## config.mk

```make
export PLATFORM = sky130hd
export DESIGN_NAME = nvr_frontend
export DESIGN_NICKNAME = d
export VERILOG_FILES = /design/src/logic/nvr_pkg.sv /design/src/logic/nvr_stream_if.sv /design/src/logic/nvr_frontend.sv /design/src/logic/nvr_sync.sv /design/src/logic/nvr_fifo.sv
export SDC_FILE = /design/constraint.sdc
export NUM_CORES = 1
export LEC_CHECK = 0
export ABC_AREA = 1
export BUFFER_PORTS_ARGS = -buffer_cell sky130_fd_sc_hd__clkbuf_2
export CORE_MARGIN = 2
export CORE_UTILIZATION = 55
export DETAILED_ROUTE_END_ITERATION = 8
export PLACE_DENSITY = 0.86
export SETUP_SLACK_MARGIN = 0.2
export SLEW_MARGIN = 20
export SYNTH_ARGS = -nofsm -noshare
export SYNTH_HDL_FRONTEND = slang
export SYNTH_SLANG_ARGS = --single-unit
```

## constraint.sdc

```tcl
create_clock -name clk_sys -period 4.8 [get_ports clk_sys]
set_input_delay 0.72 -clock clk_sys [delete_from_list [all_inputs] [get_ports clk_sys]]
set_output_delay 0.72 -clock clk_sys [all_outputs]
set_load 0.1 [all_outputs]
```

## src/logic/nvr_pkg.sv

```systemverilog
// Shared constants and types for the serial NV-SRAM front-end.
// Assumes a single 100 MHz system clock; all SPI pins are asynchronous.
package nvr_pkg;

    // System clock
    localparam int CLK_NS = 10;

    // Recall durations (ns); least times, so counts round up
    localparam int PWRUP_RECALL_NS  = 20000;
    localparam int SW_RECALL_NS     = 2000;
    localparam int PWRUP_RECALL_CYC = (PWRUP_RECALL_NS + CLK_NS - 1) / CLK_NS;
    localparam int SW_RECALL_CYC    = (SW_RECALL_NS + CLK_NS - 1) / CLK_NS;

    // Cycles spent zeroing the array before the copy phase
    localparam logic [15:0] CLEAR_CYC = 16'h0010;

    // Opcodes
    localparam logic [7:0] OP_RECALL   = 8'h60;
    localparam logic [7:0] OP_SAVE_EN  = 8'h59;
    localparam logic [7:0] OP_SAVE_DIS = 8'h19;
    localparam logic [7:0] OP_READ     = 8'h03;
    localparam logic [7:0] OP_WRITE    = 8'h02;

    // Widths and depths
    localparam int ADDR_W     = 16;
    localparam int FIFO_W     = 24;
    localparam int FIFO_DEPTH = 4;

    // Reset values
    localparam logic SAVE_EN_RST = 1'b1;

    // Serial framing states
    typedef enum logic [2:0] {
        NVR_IDLE,
        NVR_OPC,
        NVR_ADDR,
        NVR_RDATA,
        NVR_WDATA,
        NVR_DONE,
        NVR_IGNORE
    } nvr_spi_st_t;

    // Recall engine states
    typedef enum logic {
        NVR_RC_IDLE,
        NVR_RC_RUN
    } nvr_rc_st_t;

endpackage

```

## src/logic/nvr_stream_if.sv

```systemverilog
// Valid/ready stream carrier between the front-end and its FIFO.
// Assumes source and sink share one clock.
interface nvr_stream_if #(parameter int W = 8);
    logic         valid;   // Word offered
    logic         ready;   // Word accepted
    logic [W-1:0] data;    // Payload

    modport src (output valid, output data, input ready);
    modport snk (input valid, input data, output ready);
endinterface

```

## src/logic/nvr_frontend.sv

```systemverilog
// SPI slave front-end of a serial NV-SRAM: framing, recall engine, save enable.
// Assumes pins are asynchronous to clk_sys and SCK is well below clk_sys / 8.
module nvr_frontend
    import nvr_pkg::*;
#(
    parameter int PWRUP_CYC = PWRUP_RECALL_CYC,  // Power-up recall length
    parameter int SWREC_CYC = SW_RECALL_CYC      // Software recall length
) (
    input  wire logic              clk_sys,
    input  wire logic              rst,
    input  wire logic              spi_cs_n,
    input  wire logic              spi_sck,
    input  wire logic              spi_si,
    output logic                   spi_so,
    output logic                   spi_so_oe,
    output logic                   store_busy_pin_o,
    output logic                   store_busy_pin_oe,
    output logic                   busy_flag,
    output logic                   spi_mode3,
    input  wire logic              autosave_nv,
    output logic                   autosave_en,
    input  wire logic              power_fail,
    output logic                   autosave_start,
    output logic                   recall_clear,
    output logic                   recall_copy,
    output logic                   mem_rd_req,
    output logic      [ADDR_W-1:0] mem_rd_addr,
    input  wire logic [7:0]        mem_rd_data,
    output logic                   mem_wr_valid,
    input  wire logic              mem_wr_ready,
    output logic      [ADDR_W-1:0] mem_wr_addr,
    output logic      [7:0]        mem_wr_data,
    output logic                   wr_overflow
);

    // Synchronised pins
    logic cs_n_s, sck_s, si_s, pf_s;
    logic cs_n_p_q, sck_p_q, pf_p_q;  // Previous samples for edges
    logic cs_fall, sck_rise, sck_fall;

    nvr_sync #(.W(4), .INIT(4'h8)) u_sync (
        .clk_sys (clk_sys),
        .rst     (rst),
        .d       ({spi_cs_n, spi_sck, spi_si, power_fail}),
        .q       ({cs_n_s, sck_s, si_s, pf_s})
    );

    // Edge detection works on synchronised copies only
    always_ff @(posedge clk_sys or posedge rst)
    begin
        if (rst)
        begin
            cs_n_p_q <= 1'b1;
            sck_p_q  <= 1'b0;
            pf_p_q   <= 1'b0;
        end
        else
        begin
            cs_n_p_q <= cs_n_s;
            sck_p_q  <= sck_s;
            pf_p_q   <= pf_s;
        end
    end

    assign cs_fall  = cs_n_p_q && !cs_n_s;
    assign sck_rise = !sck_p_q && sck_s && !cs_n_s;
    assign sck_fall = sck_p_q && !sck_s && !cs_n_s;

    // Write path FIFO
    nvr_stream_if #(.W(FIFO_W)) wr_in ();
    nvr_stream_if #(.W(FIFO_W)) wr_out ();

    nvr_fifo #(.W(FIFO_W), .DEPTH(FIFO_DEPTH)) u_fifo (
        .clk_sys (clk_sys),
        .rst     (rst),
        .in_s    (wr_in.snk),
        .out_s   (wr_out.src)
    );

    // Serial framing state
    nvr_spi_st_t       st_q, st_d;
    logic [2:0]        bit_q, bit_d;        // Bit within byte
    logic [7:0]        sh_q, sh_d;          // Receive shifter
    logic [7:0]        tx_q, tx_d;          // Transmit shifter
    logic [ADDR_W-1:0] addr_q, addr_d;      // Current memory address
    logic              abyte_q, abyte_d;    // Second address byte pending
    logic              rd_op_q, rd_op_d;    // Opcode was a read
    logic              mode3_q, mode3_d;
    logic              rose_q, rose_d;      // A rising edge seen this frame
    logic              so_q, so_d;
    logic              so_oe_q, so_oe_d;
    logic              rd_req_q, rd_req_d;
    logic              rd_ld_q, rd_ld_d;    // Read data lands this cycle
    logic              push_q, push_d;
    logic [FIFO_W-1:0] word_q, word_d;
    logic              ovf_q, ovf_d;
    logic              rc_go, en_cmd, dis_cmd;
    logic [7:0]        rx;
    logic              rc_busy;

    assign rx = {sh_q[6:0], si_s};

    // Framing next state
    always_comb
    begin
        st_d     = st_q;
        bit_d    = bit_q;
        sh_d     = sh_q;
        tx_d     = tx_q;
        addr_d   = addr_q;
        abyte_d  = abyte_q;
        rd_op_d  = rd_op_q;
        mode3_d  = mode3_q;
        rose_d   = rose_q;
        so_d     = so_q;
        so_oe_d  = so_oe_q;
        rd_req_d = 1'b0;
        rd_ld_d  = rd_req_q;
        push_d   = 1'b0;
        word_d   = word_q;
        ovf_d    = ovf_q || (push_q && !wr_in.ready);
        rc_go    = 1'b0;
        en_cmd   = 1'b0;
        dis_cmd  = 1'b0;
        // Read data from memory arrives one cycle after the request
        if (rd_ld_q)
        begin
            tx_d   = mem_rd_data;
            addr_d = addr_q + 1'b1;
        end
        if (cs_n_s)
        begin
            // Deselected: nothing shifts, output released
            st_d    = NVR_IDLE;
            so_oe_d = 1'b0;
        end
        else if (cs_fall)
        begin
            st_d    = NVR_OPC;
            bit_d   = 3'h0;
            mode3_d = sck_s;
            rose_d  = 1'b0;
            so_oe_d = 1'b0;
        end
        else
        begin
            if (sck_rise)
            begin
                // Sample on rising edges only
                rose_d = 1'b1;
                sh_d   = rx;
                bit_d  = bit_q + 3'h1;
                if (bit_q == 3'h7)
                begin
                    unique case (st_q)
                        NVR_OPC:
                        begin
                            // First byte is the opcode
                            if (rc_busy)
                                st_d = NVR_IGNORE;
                            else if (rx == OP_RECALL)
                            begin
                                rc_go = 1'b1;
                                st_d  = NVR_DONE;
                            end
                            else if (rx == OP_SAVE_EN)
                            begin
                                en_cmd = 1'b1;
                                st_d   = NVR_DONE;
                            end
                            else if (rx == OP_SAVE_DIS)
                            begin
                                dis_cmd = 1'b1;
                                st_d    = NVR_DONE;
                            end
                            else if (rx == OP_READ || rx == OP_WRITE)
                            begin
                                rd_op_d = (rx == OP_READ);
                                abyte_d = 1'b0;
                                st_d    = NVR_ADDR;
                            end
                            else
                                st_d = NVR_IGNORE;
                        end
                        NVR_ADDR:
                        begin
                            // Two address bytes, high first
                            addr_d  = {addr_q[7:0], rx};
                            abyte_d = 1'b1;
                            if (abyte_q)
                            begin
                                st_d     = rd_op_q ? NVR_RDATA : NVR_WDATA;
                                rd_req_d = rd_op_q;
                            end
                        end
                        NVR_RDATA:
                            rd_req_d = 1'b1;  // Prefetch next burst byte
                        NVR_WDATA:
                        begin
                            // Address wraps at top of array
                            push_d = 1'b1;
                            word_d = {addr_q, rx};
                            addr_d = addr_q + 1'b1;
                        end
                        default:
                        begin
                            // Idle, done, ignore: one opcode per select
                        end
                    endcase
                end
            end
            // Shift out on falling edges after the first counted rise
            if (sck_fall && rose_q && st_q == NVR_RDATA)
            begin
                so_d    = tx_q[7];
                tx_d    = {tx_q[6:0], 1'b0};
                so_oe_d = 1'b1;
            end
        end
    end

    // Framing registers
    always_ff @(posedge clk_sys or posedge rst)
    begin
        if (rst)
        begin
            st_q     <= NVR_IDLE;
            bit_q    <= 3'h0;
            sh_q     <= 8'h00;
            tx_q     <= 8'h00;
            addr_q   <= '0;
            abyte_q  <= 1'b0;
            rd_op_q  <= 1'b0;
            mode3_q  <= 1'b0;
            rose_q   <= 1'b0;
            so_q     <= 1'b0;
            so_oe_q  <= 1'b0;
            rd_req_q <= 1'b0;
            rd_ld_q  <= 1'b0;
            push_q   <= 1'b0;
            word_q   <= '0;
            ovf_q    <= 1'b0;
        end
        else
        begin
            st_q     <= st_d;
            bit_q    <= bit_d;
            sh_q     <= sh_d;
            tx_q     <= tx_d;
            addr_q   <= addr_d;
            abyte_q  <= abyte_d;
            rd_op_q  <= rd_op_d;
            mode3_q  <= mode3_d;
            rose_q   <= rose_d;
            so_q     <= so_d;
            so_oe_q  <= so_oe_d;
            rd_req_q <= rd_req_d;
            rd_ld_q  <= rd_ld_d;
            push_q   <= push_d;
            word_q   <= word_d;
            ovf_q    <= ovf_d;
        end
    end

    // Full FIFO drops the byte; the sticky flag tells the host
    assign wr_in.valid  = push_q;
    assign wr_in.data   = word_q;
    assign wr_out.ready = mem_wr_ready;

    // Recall engine: one up-counter, clear phase then copy phase
    nvr_rc_st_t  rc_q, rc_d;
    logic [15:0] rc_cnt_q, rc_cnt_d;
    logic [15:0] rc_lim_q, rc_lim_d;
    logic        clr_q, clr_d, cpy_q, cpy_d;
    logic        busy_q, busy_d;        // Own flop so pin and flag leave a register

    assign rc_busy = (rc_q == NVR_RC_RUN);

    // Recall next state
    always_comb
    begin
        rc_d     = rc_q;
        rc_cnt_d = rc_cnt_q;
        rc_lim_d = rc_lim_q;
        if (rc_q == NVR_RC_RUN)
        begin
            // Timer holds access off until expiry
            rc_cnt_d = rc_cnt_q + 16'h0001;
            if (rc_cnt_q == rc_lim_q - 16'h0001)
                rc_d = NVR_RC_IDLE;
        end
        else if (rc_go)
        begin
            rc_d     = NVR_RC_RUN;
            rc_cnt_d = 16'h0000;
            rc_lim_d = 16'(SWREC_CYC);
        end
        // Zero the array first, then copy NV into SRAM only
        clr_d = (rc_d == NVR_RC_RUN) && (rc_cnt_d < CLEAR_CYC);
        cpy_d = (rc_d == NVR_RC_RUN) && (rc_cnt_d >= CLEAR_CYC);
        busy_d = clr_d || cpy_d;
    end

    // Reset is power-up: recall always starts, nothing can mask it
    always_ff @(posedge clk_sys or posedge rst)
    begin
        if (rst)
        begin
            rc_q     <= NVR_RC_RUN;
            rc_cnt_q <= 16'h0000;
            rc_lim_q <= 16'(PWRUP_CYC);
            clr_q    <= 1'b1;
            cpy_q    <= 1'b0;
            busy_q   <= 1'b1;
        end
        else
        begin
            rc_q     <= rc_d;
            rc_cnt_q <= rc_cnt_d;
            rc_lim_q <= rc_lim_d;
            clr_q    <= clr_d;
            cpy_q    <= cpy_d;
            busy_q   <= busy_d;
        end
    end

    // Automatic save enable: volatile, reloaded from stored copy
    logic save_en_q, save_en_d;
    logic loaded_q, loaded_d;   // Stored copy taken after power-up
    logic as_start_q, as_start_d;

    // Save enable next state
    always_comb
    begin
        loaded_d   = 1'b1;
        save_en_d  = save_en_q;
        if (!loaded_q)
            save_en_d = autosave_nv;
        else if (en_cmd)
            save_en_d = 1'b1;
        else if (dis_cmd)
            save_en_d = 1'b0;
        // Power-down save only fires when enabled
        as_start_d = pf_s && !pf_p_q && save_en_q;
    end

    // Save enable registers
    always_ff @(posedge clk_sys or posedge rst)
    begin
        if (rst)
        begin
            save_en_q  <= SAVE_EN_RST;
            loaded_q   <= 1'b0;
            as_start_q <= 1'b0;
        end
        else
        begin
            save_en_q  <= save_en_d;
            loaded_q   <= loaded_d;
            as_start_q <= as_start_d;
        end
    end

    // Outputs
    assign spi_so            = so_q;
    assign spi_so_oe         = so_oe_q;
    assign store_busy_pin_o  = 1'b0;          // Open drain: only pulls low
    assign store_busy_pin_oe = busy_q;
    assign busy_flag         = busy_q;
    assign spi_mode3         = mode3_q;
    assign autosave_en       = save_en_q;
    assign autosave_start    = as_start_q;
    assign recall_clear      = clr_q;
    assign recall_copy       = cpy_q;
    assign mem_rd_req        = rd_req_q;
    assign mem_rd_addr       = addr_q;
    assign mem_wr_valid      = wr_out.valid;
    assign mem_wr_addr       = wr_out.data[FIFO_W-1:8];
    assign mem_wr_data       = wr_out.data[7:0];
    assign wr_overflow       = ovf_q;

endmodule

```

## src/logic/nvr_sync.sv

```systemverilog
// Two-flop synchroniser for a bundle of asynchronous levels.
// Assumes each bit is an independent level; no bus coherence.
module nvr_sync #(
    parameter int           W    = 1,
    parameter logic [W-1:0] INIT = '0
) (
    input  wire logic         clk_sys,
    input  wire logic         rst,
    input  wire logic [W-1:0] d,
    output logic      [W-1:0] q
);
    logic [W-1:0] meta_q;   // First stage, read only by the second

    // Plain double register
    always_ff @(posedge clk_sys or posedge rst)
    begin
        if (rst)
        begin
            meta_q <= INIT;
            q      <= INIT;
        end
        else
        begin
            meta_q <= d;
            q      <= meta_q;
        end
    end
endmodule

```

## src/logic/nvr_fifo.sv

```systemverilog
// Small synchronous FIFO with valid/ready on both sides.
// Assumes DEPTH is a power of two.
module nvr_fifo #(
    parameter int W     = 8,
    parameter int DEPTH = 4
) (
    input  wire logic   clk_sys,
    input  wire logic   rst,
    nvr_stream_if.snk   in_s,
    nvr_stream_if.src   out_s
);
    localparam int AW = $clog2(DEPTH);

    logic [W-1:0] mem_q [DEPTH];   // Storage
    logic [AW:0]  wp_q, wp_d;      // Write pointer, wrap bit on top
    logic [AW:0]  rp_q, rp_d;      // Read pointer
    logic         full, empty;

    assign full  = (wp_q[AW] != rp_q[AW]) && (wp_q[AW-1:0] == rp_q[AW-1:0]);
    assign empty = (wp_q == rp_q);
    assign in_s.ready  = !full;
    assign out_s.valid = !empty;
    assign out_s.data  = mem_q[rp_q[AW-1:0]];

    // Pointer advance
    always_comb
    begin
        wp_d = wp_q;
        rp_d = rp_q;
        if (in_s.valid && !full)
            wp_d = wp_q + 1'b1;
        if (out_s.ready && !empty)
            rp_d = rp_q + 1'b1;
    end

    // Pointers
    always_ff @(posedge clk_sys or posedge rst)
    begin
        if (rst)
        begin
            wp_q <= '0;
            rp_q <= '0;
        end
        else
        begin
            wp_q <= wp_d;
            rp_q <= rp_d;
        end
    end

    // Storage has no reset; empty flag hides stale words
    always_ff @(posedge clk_sys)
    begin
        if (in_s.valid && !full)
            mem_q[wp_q[AW-1:0]] <= in_s.data;
    end
endmodule

```

==> results of run 1 <==
-- where the power goes --
part           total, W  switching (W)  internal (W)
Combinational   0.00151        0.00127      0.000234
Sequential      0.00195      0.0000576       0.00189
Clock           0.00167       0.000663       0.00100
Total           0.00512        0.00199       0.00313
-- synth_stat cells (all sizes together) (4+ instances only) --
cell    number  area, µm²
inv         91      341.6
nand3       39      212.7
dfstp        7      183.9
nand4        9      56.30
nor2       123      545.5
a21oi       21      105.1
xnor2        5      43.79
edfxtp      96       2883
nor3         4      20.02
o221ai       5      43.79
ha          10      125.1
o22ai       31      193.9
xor2        11      96.34
o211ai       5      37.54
dfrtp      105       2628
o21ai      116      580.6
clkbuf      23      86.33
buf          9      65.06
nand2      164      648.1
-- cell families (layout without fill, tap and decap cells) --
| kind of cell | after synthesis | after routing | share of synthesized area |
|---|---|---|---|
| AND/OR/NAND/NOR | 345 | 345 | 0.1691 |
| other | 2 | 2 | 0.0008349 |
| buffers and inverters | 123 | 205 | 0.05481 |
| adder cells (fa/ha/maj) | 10 | 10 | 0.01391 |
| AO/OA/AOI/OAI | 185 | 185 | 0.1127 |
| flip-flops | 208 | 208 | 0.6331 |
| XOR/XNOR | 16 | 16 | 0.01558 |
-- metrics by stage --
step / hold slack [ns] / cells / util / instance area, µm² / setup WS (ns)
floorplan: 0.3312 / 889 / - / 8995 / 1.133
global placement: 0.3337 / 1147 / 0.5968 / 9514 / 1.927
detailed placement: 0.3347 / 1147 / 0.5968 / 9514 / 1.802
CTS: 0.2998 / 1187 / 0.6415 / 10230 / 1.280
global route: 0.2965 / 1187 / 0.6415 / 10230 / 1.046
finish: 0.3148 / 1187 / 0.6415 / 10230 / 1.287
-- worst paths after layout --
path / startpoint / end / slack, ns
setup / recovery: u_fifo.rp_q[1] / mem_wr_data[3] / 1.29
hold / removal: spi_cs_n / u_sync.meta_q[3] / 0.31
setup reg to reg: u_fifo.rp_q[1] / u_fifo.mem_q[0][7] / 2.29
hold reg to reg: u_sync.meta_q[2] / u_sync.q[2] / 0.34
max in group asynchronous: rst / word_q[5] / 3.40
min in group asynchronous: rst / mem_rd_addr[11] / 0.35
-- critical path: cells and delay by family, from the launching register on --
kind,cells,cell delay (ns)
buffers and inverters,2,1.16
AO/OA/AOI/OAI,2,0.44
flip-flops,1,0.68
-- per-layer routing --
metal / share of wire / wire (µm)
met5: 0 / 0
met4: 0.018 / 327
met3: 0.066 / 1233
met2: 0.48 / 8986
met1: 0.44 / 8139
-- cell type report --
| class | instances | area [µm²] | area share |
|---|---|---|---|
| Inverter | 91 | 344.1 | 0.03364 |
| Clock inverter | 14 | 147.6 | 0.01444 |
| Tap cell | 216 | 270.3 | 0.02643 |
| Timing Repair Buffer | 74 | 387.9 | 0.03793 |
| Multi-Input combinational cell | 558 | 2818 | 0.2755 |
| Clock buffer | 26 | 565.5 | 0.05530 |
| Sequential cell | 208 | 5694 | 0.5568 |
-- flip-flops by register name, summed over array words and instances, names as in the netlist, 2 cells and up --
name	flops
u_fifo.mem_q	96
word_q	24
mem_rd_addr	16
rc_cnt_q	16
tx_q	8
sh_q	7
u_sync.meta_q	4
u_sync.q	4
bit_q	3
st_q	3
u_fifo.rp_q	3
u_fifo.wp_q	3
rc_lim_q	2
==> metrics.md, run 1 <==
| Metric | Value |
|---|---|
| Critical path peak fanout | `27` |
| CP Capture Type | `primary output` |
| Fill count | `1198` |
| Via/cell ratio | `5.520` |
| Most frequent cells in the layout | `159 x nand2_1, 111 x o21ai_0, 108 x nor2_1` |
| Routability Congestion | `0.9362` |
| Fraction of registers with async set/reset | `0.5385` |
| Tcrit/Tclk final | `0.7319` |
| Final Hold Vio Count | `0` |
| Max VDD drop | `0.0005138 V` |
| Share of cells above drive strength 1 | `0.1442` |
| TritonCTS clock tree | `built` |
| Ys flop type | `dfrtp_1` |
| Max Freq | `284.7 MHz` |
| Critical-path top delay cell | `dfrtp_1` |
| WHS Path Cells | `1` |
| Seq cells post-synth | `208` |
| Grt met2 use | `0.3420` |
| Root Driver | `clkbuf_16` |
| Slew Viols, Final | `0` |
| Die H | `131.9 µm` |
| Initial antenna violation count | `0` |
| Mapped cell area | `8995 µm²` |
| Clk slew on worst S/H paths | `0.06 ns` |
| Post-CTS Hold Buffers | `0` |
| Worst Path Required | `4.08 ns` |
| Met3 Track Usage GR | `0.03883` |
| H-tree lvl count | `1` |
| Post-route ant nets | `0` |
| Mapped Cells | `889` |
| Cell area power density | `500.6 nW/µm²` |
| Worst min path class | `primary input to flip-flop` |
| Clk_lat worst skew | `0.51 ns` |
| Wire length per cell | `15.74 µm` |
| Core area | `15940 µm²` |
| Synth Net Count | `915` |
| IO Pins | `69` |
| Final setup viols | `0` |
| Post-synth cell types | `41` |
| CTS Buf Count | `22` |
| RSZ-0062 raised after global routing | `false` |
| Die width | `131.9 µm` |
| Worst Max-Slew Pin Slew | `0.9150 ns` |
| Vias in the first global route | `6107` |
| Period minus WS final | `3.513 ns` |
| CP Data Arrival Time | `2.79 ns` |
| Layout Nets | `981` |
| Die ar. | `17390 µm²` |
| Slew margin rel. | `0.3893` |
| Post-CTS setup-driven buffer insertion count | `0` |
| Yosys warnings | `0` |
| DP HPWL | `12170 µm` |
| Layer with the highest usage | `met2` |
| Worst-case clock buffer depth | `3` |
| EDFF count, synth | `96` |
| CP peak stage delay | `0.68 ns` |
| Via Count | `6552` |
| LEAKAGE | `4.376 nW` |
| Iteration-0 DRC Markers | `651` |
| Met1 usage | `0.3121` |
| Post-CTS sizing | `0` |
| CTS sink cnt | `208` |
| Grt ovf | `0` |
| Status | `finished clean` |
| Final wirelength | `18690 µm` |
| Ant diodes | `0` |
| First-pass GRT wire length | `30950 µm` |
| I/O Buffers | `67` |
| R2R depth | `5` |
| Setup Crit Path Kind | `flip-flop to primary output` |
| Detailed-route DRC error count | `0` |
| Synthesized area per cell | `10.12 µm²` |
| Synth-to-layout area growth | `13.70%` |
| Commonest non-fill, non-tap cell in the layout | `nand2_1` |
| Critical path cell sequence | `inv_1, o21ai_0, o22ai_1, clkbuf_2` |
| Total GRT Usage | `0.2157` |
| First drt pass iteration count | `5` |
| Max-cap violations | `0` |
| Post-route setup TNS | `0 ns` |
| Layout Skew | `0.01738 ns` |
| Starting Density | `0.5642` |
| Startpoint Class | `flip-flop` |
| Sequential area share after synthesis | `0.6331` |
| Largest net degree at the start of global routing | `70` |
| Total Power Consumption | `0.005120 W` |
| Rows | `46` |
(Power assumes the default switching activity.)
==> inputs of run 2 (changes only) <==
ABC_AREA = 0   (was 1)
CORE_UTILIZATION = 54   (was 55)
PLACE_DENSITY = 0.88   (was 0.86)
clock period = 3 ns   (was 4.8 ns; I/O delays follow)
==> run 2 against run 1 <==
Net effect:
- the flow now finishes with violations (negative hold slack)
- via count is 14% lower
- combinational power down 89%
- critical path depth fell by 1
- largest power group unchanged
- worst setup slack got worse by 0.84 ns
==> metrics.md, run 2 <==
| Metric | Value |
|---|---|
| Status | `complete, but fails checks` |
| Failing checks | `negative hold slack` |
| Max reg flops | `96 (unchanged)` |
| Top-area cell type share of the netlist area | `0.3288 (+0.008277)` |
| Ys flop type | `dfrtp_1` |
| Sequential area share after synthesis | `0.6494 (+0.01635)` |
| Post-synth cell types | `58 (+41%)` |
| First drt pass iteration count | `5 (unchanged)` |
| Worst Path Required | `2.55 ns (-1.53 ns)` |
| Max-cap violations | `0 (unchanged)` |
| First-pass GRT wire length | `29480 µm (-4.8%)` |
| Post-CTS setup-driven buffer insertion count | `0 (unchanged)` |
| Tcrit/Tclk final | `0.8507` |
| Mapped cell area | `8768 µm² (-2.5%)` |
| Wire length per cell | `18.33 µm (+16%)` |
| Post-route setup TNS | `0 ns (unchanged)` |
| Worst min path class | `primary input to async pin` |
| Post-route ant nets | `0 (unchanged)` |
| Share of cells above drive strength 1 | `0.2282 (+0.08405)` |
| Final wirelength | `17860 µm (-4.4%)` |
| Largest net degree at the start of global routing | `65 (-7.1%)` |
| Die width | `131.4 µm (-0.35%)` |
| CP peak stage delay | `0.63 ns (-0.05 ns)` |
| Startpoint Class | `flip-flop` |
| Final setup viols | `0 (unchanged)` |
| Setup Crit Path Kind | `flip-flop to primary output` |
| Layout Nets | `769 (-22%)` |
| Critical path cell sequence | `buf_12, mux4_2, clkbuf_2` |
| DP HPWL | `11560 µm (-5.0%)` |
| Synth-to-layout area growth | `15.94%` |
| Slew Viols, Final | `0 (unchanged)` |
| Clk slew on worst S/H paths | `0.06 ns (about the same)` |
| Post-place setup slack | `0.3296 ns (-1.472 ns)` |
| Layout Skew | `0.01750 ns (+0.0001191 ns)` |
| Total GRT Usage | `0.2113 (-0.004393)` |
| Root Driver | `clkbuf_16` |
| Fin Hold WS | `-0.0004643 ns (-0.3152 ns)` |
| Post-CTS Hold Buffers | `0 (unchanged)` |
| IO Pins | `69 (unchanged)` |
| Final Hold Vio Count | `2 (+2)` |
| TritonCTS clock tree | `built` |
| Most common cell in the netlist | `nand2_1` |
| Die H | `131.4 µm (-0.35%)` |
| Max VDD drop | `0.0004575 V (-11%)` |
| Initial antenna violation count | `0 (unchanged)` |
| Grt ovf | `0 (unchanged)` |
| Leading area contributor after synthesis | `edfxtp_1` |
| Worst Max-Slew Pin Slew | `0.6552 ns (-0.2598 ns)` |
| Worst r2r src | `busy_flag` |
| Core area | `15890 µm² (-0.36%)` |
| CTS sink cnt | `208 (unchanged)` |
| Most frequent cells in the layout | `113 x nand2_1, 105 x dfrtp_1, 96 x edfxtp_1` |
| Fraction of registers with async set/reset | `0.5385 (unchanged)` |
| Slew margin rel. | `0.5591 (+0.1698)` |
| Die ar. | `17270 µm² (-0.70%)` |
| CP Data Arrival Time | `2.10 ns (-0.69 ns)` |
| Total Power Consumption | `0.006017 W (+18%)` |
| Starting Density | `0.5520 (-0.01221)` |
| Iteration-0 DRC Markers | `448 (-31%)` |
| Yosys warnings | `0 (unchanged)` |
| LEAKAGE | `4.109 nW (-6.1%)` |
| EDFF count, synth | `96 (unchanged)` |
| Seq cells post-synth | `208 (unchanged)` |
| Vias in the first global route | `5640 (-7.6%)` |
| Worst-case clock buffer depth | `3 (unchanged)` |
| Post-CTS sizing | `0 (unchanged)` |
| Routability Congestion | `0.8886 (-5.1%)` |
| Rows | `46 (unchanged)` |
| Via Count | `5661 (-14%)` |
| Synth Net Count | `696 (-24%)` |
| Commonest non-fill, non-tap cell in the layout | `nand2_1` |
| Ant diodes | `0 (unchanged)` |
| Clk_lat worst skew | `0.50 ns (about the same)` |
| Critical path peak fanout | `19 (-30%)` |
| CP Capture Type | `primary output` |
| Synth area leaders | `edfxtp_1 33%, dfrtp_1 30%, mux4_2 6.2%, nand2_1 4.8%, dfstp_2 2.1%` |
| Critical-path top delay cell | `dfrtp_1` |
| Synth top cells by count | `113 x nand2_1, 105 x dfrtp_1, 96 x edfxtp_1, 33 x o21ai_0, 30 x nor2_1` |
| Cell area power density | `591.9 nW/µm² (+18%)` |
| Setup WS post-layout | `0.4479 ns (-0.8391 ns)` |
| Via/cell ratio | `5.812 (+5.3%)` |
| RSZ-0062 raised after global routing | `false` |
| Detailed-route DRC error count | `0 (unchanged)` |
| Worst Setup SP | `u_fifo.rp_q[1]` |
| Mapped Cells | `670 (-25%)` |
| CTS Buf Count | `21 (-4.5%)` |
| Max Freq | `391.8 MHz` |
| Period minus WS final | `2.552 ns` |
| Synthesized area per cell | `13.09 µm² (+29%)` |
| I/O Buffers | `67 (unchanged)` |
| H-tree lvl count | `1 (unchanged)` |
==> run 2: routing by layer <==
layer  vias to the layer above  track usage  share of wire
met5                         -            0              0
met4                         0      0.04589          0.018
met3                        28      0.03086          0.051
met2                       191       0.3665           0.51
met1                      2822       0.2864           0.42
li1                       2620            -              -
==> run 2: worst max-delay path: cells and delay by family (launching register included) <==
kind	cells	cell delay (ns)
buffers and inverters	2	0.63
muxes	1	0.34
DFF	1	0.63
==> run 2: power breakdown <==
part | switching [W] | total [W] | internal, W | leakage [nW]
Clock | 0.00106 | 0.00278 | 0.00172 | 0.368
Sequential | 0.0000634 | 0.00307 | 0.00301 | 2.33
Combinational | 0.000104 | 0.000164 | 0.0000601 | 1.41
Total | 0.00123 | 0.00602 | 0.00479 | 4.11
==> run 2: path summary, 6_finish.rpt <==
kind / endpoint / slack, ns / depth (start not counted)
worst max-delay path: mem_wr_data[2] / 0.45 / 3
worst min-delay path: mem_rd_addr[9] / -0.0005 / 2
worst max register to register: recall_copy / 0.55 / 6
worst min register to register: u_sync.q[2] / 0.35 / 0
max in group asynchronous: autosave_en / 2.24 / 3
min in group clk_sys: u_sync.meta_q[3] / 0.05 / 1
==> run 2: kinds of logic (layout without fill, tap and decap cells) <==
kind of cell / count (synthesis) / in the layout / share of synthesized area
AO/OA/AOI/OAI: 106 / 106 / 0.07806
flip-flops: 208 / 208 / 0.6494
AND/OR/NAND/NOR: 236 / 236 / 0.1309
multiplexers: 48 / 48 / 0.09090
other: 2 / 2 / 0.0008565
buffers and inverters: 47 / 135 / 0.02269
XOR/XNOR: 13 / 13 / 0.01299
adder cells (fa/ha/maj): 10 / 10 / 0.01427
==> run 2: cell type report <==
class	count	area, µm²
repair buffers	84	525.5
flip-flops and latches	208	5694
inverters	13	52.55
multi-input cells	415	2882
clock buffers	22	529.3
clock inverters	16	212.7
fillers	1177	5719
well taps	216	270.3
==> run 2: through the flow <==
stage / hold slack [ns] / instances / utilization / area (µm²)
6_report: -0.0004643 / 974 / 0.6400 / 10170
5_1_grt: 0.02846 / 974 / 0.6400 / 10170
4_1_cts: 0.01048 / 973 / 0.6395 / 10160
3_5_place_dp: 0.3364 / 935 / 0.5928 / 9417
3_3_place_gp: 0.3326 / 935 / 0.5928 / 9417
2_1_floorplan: 0.3312 / 670 / - / 8772
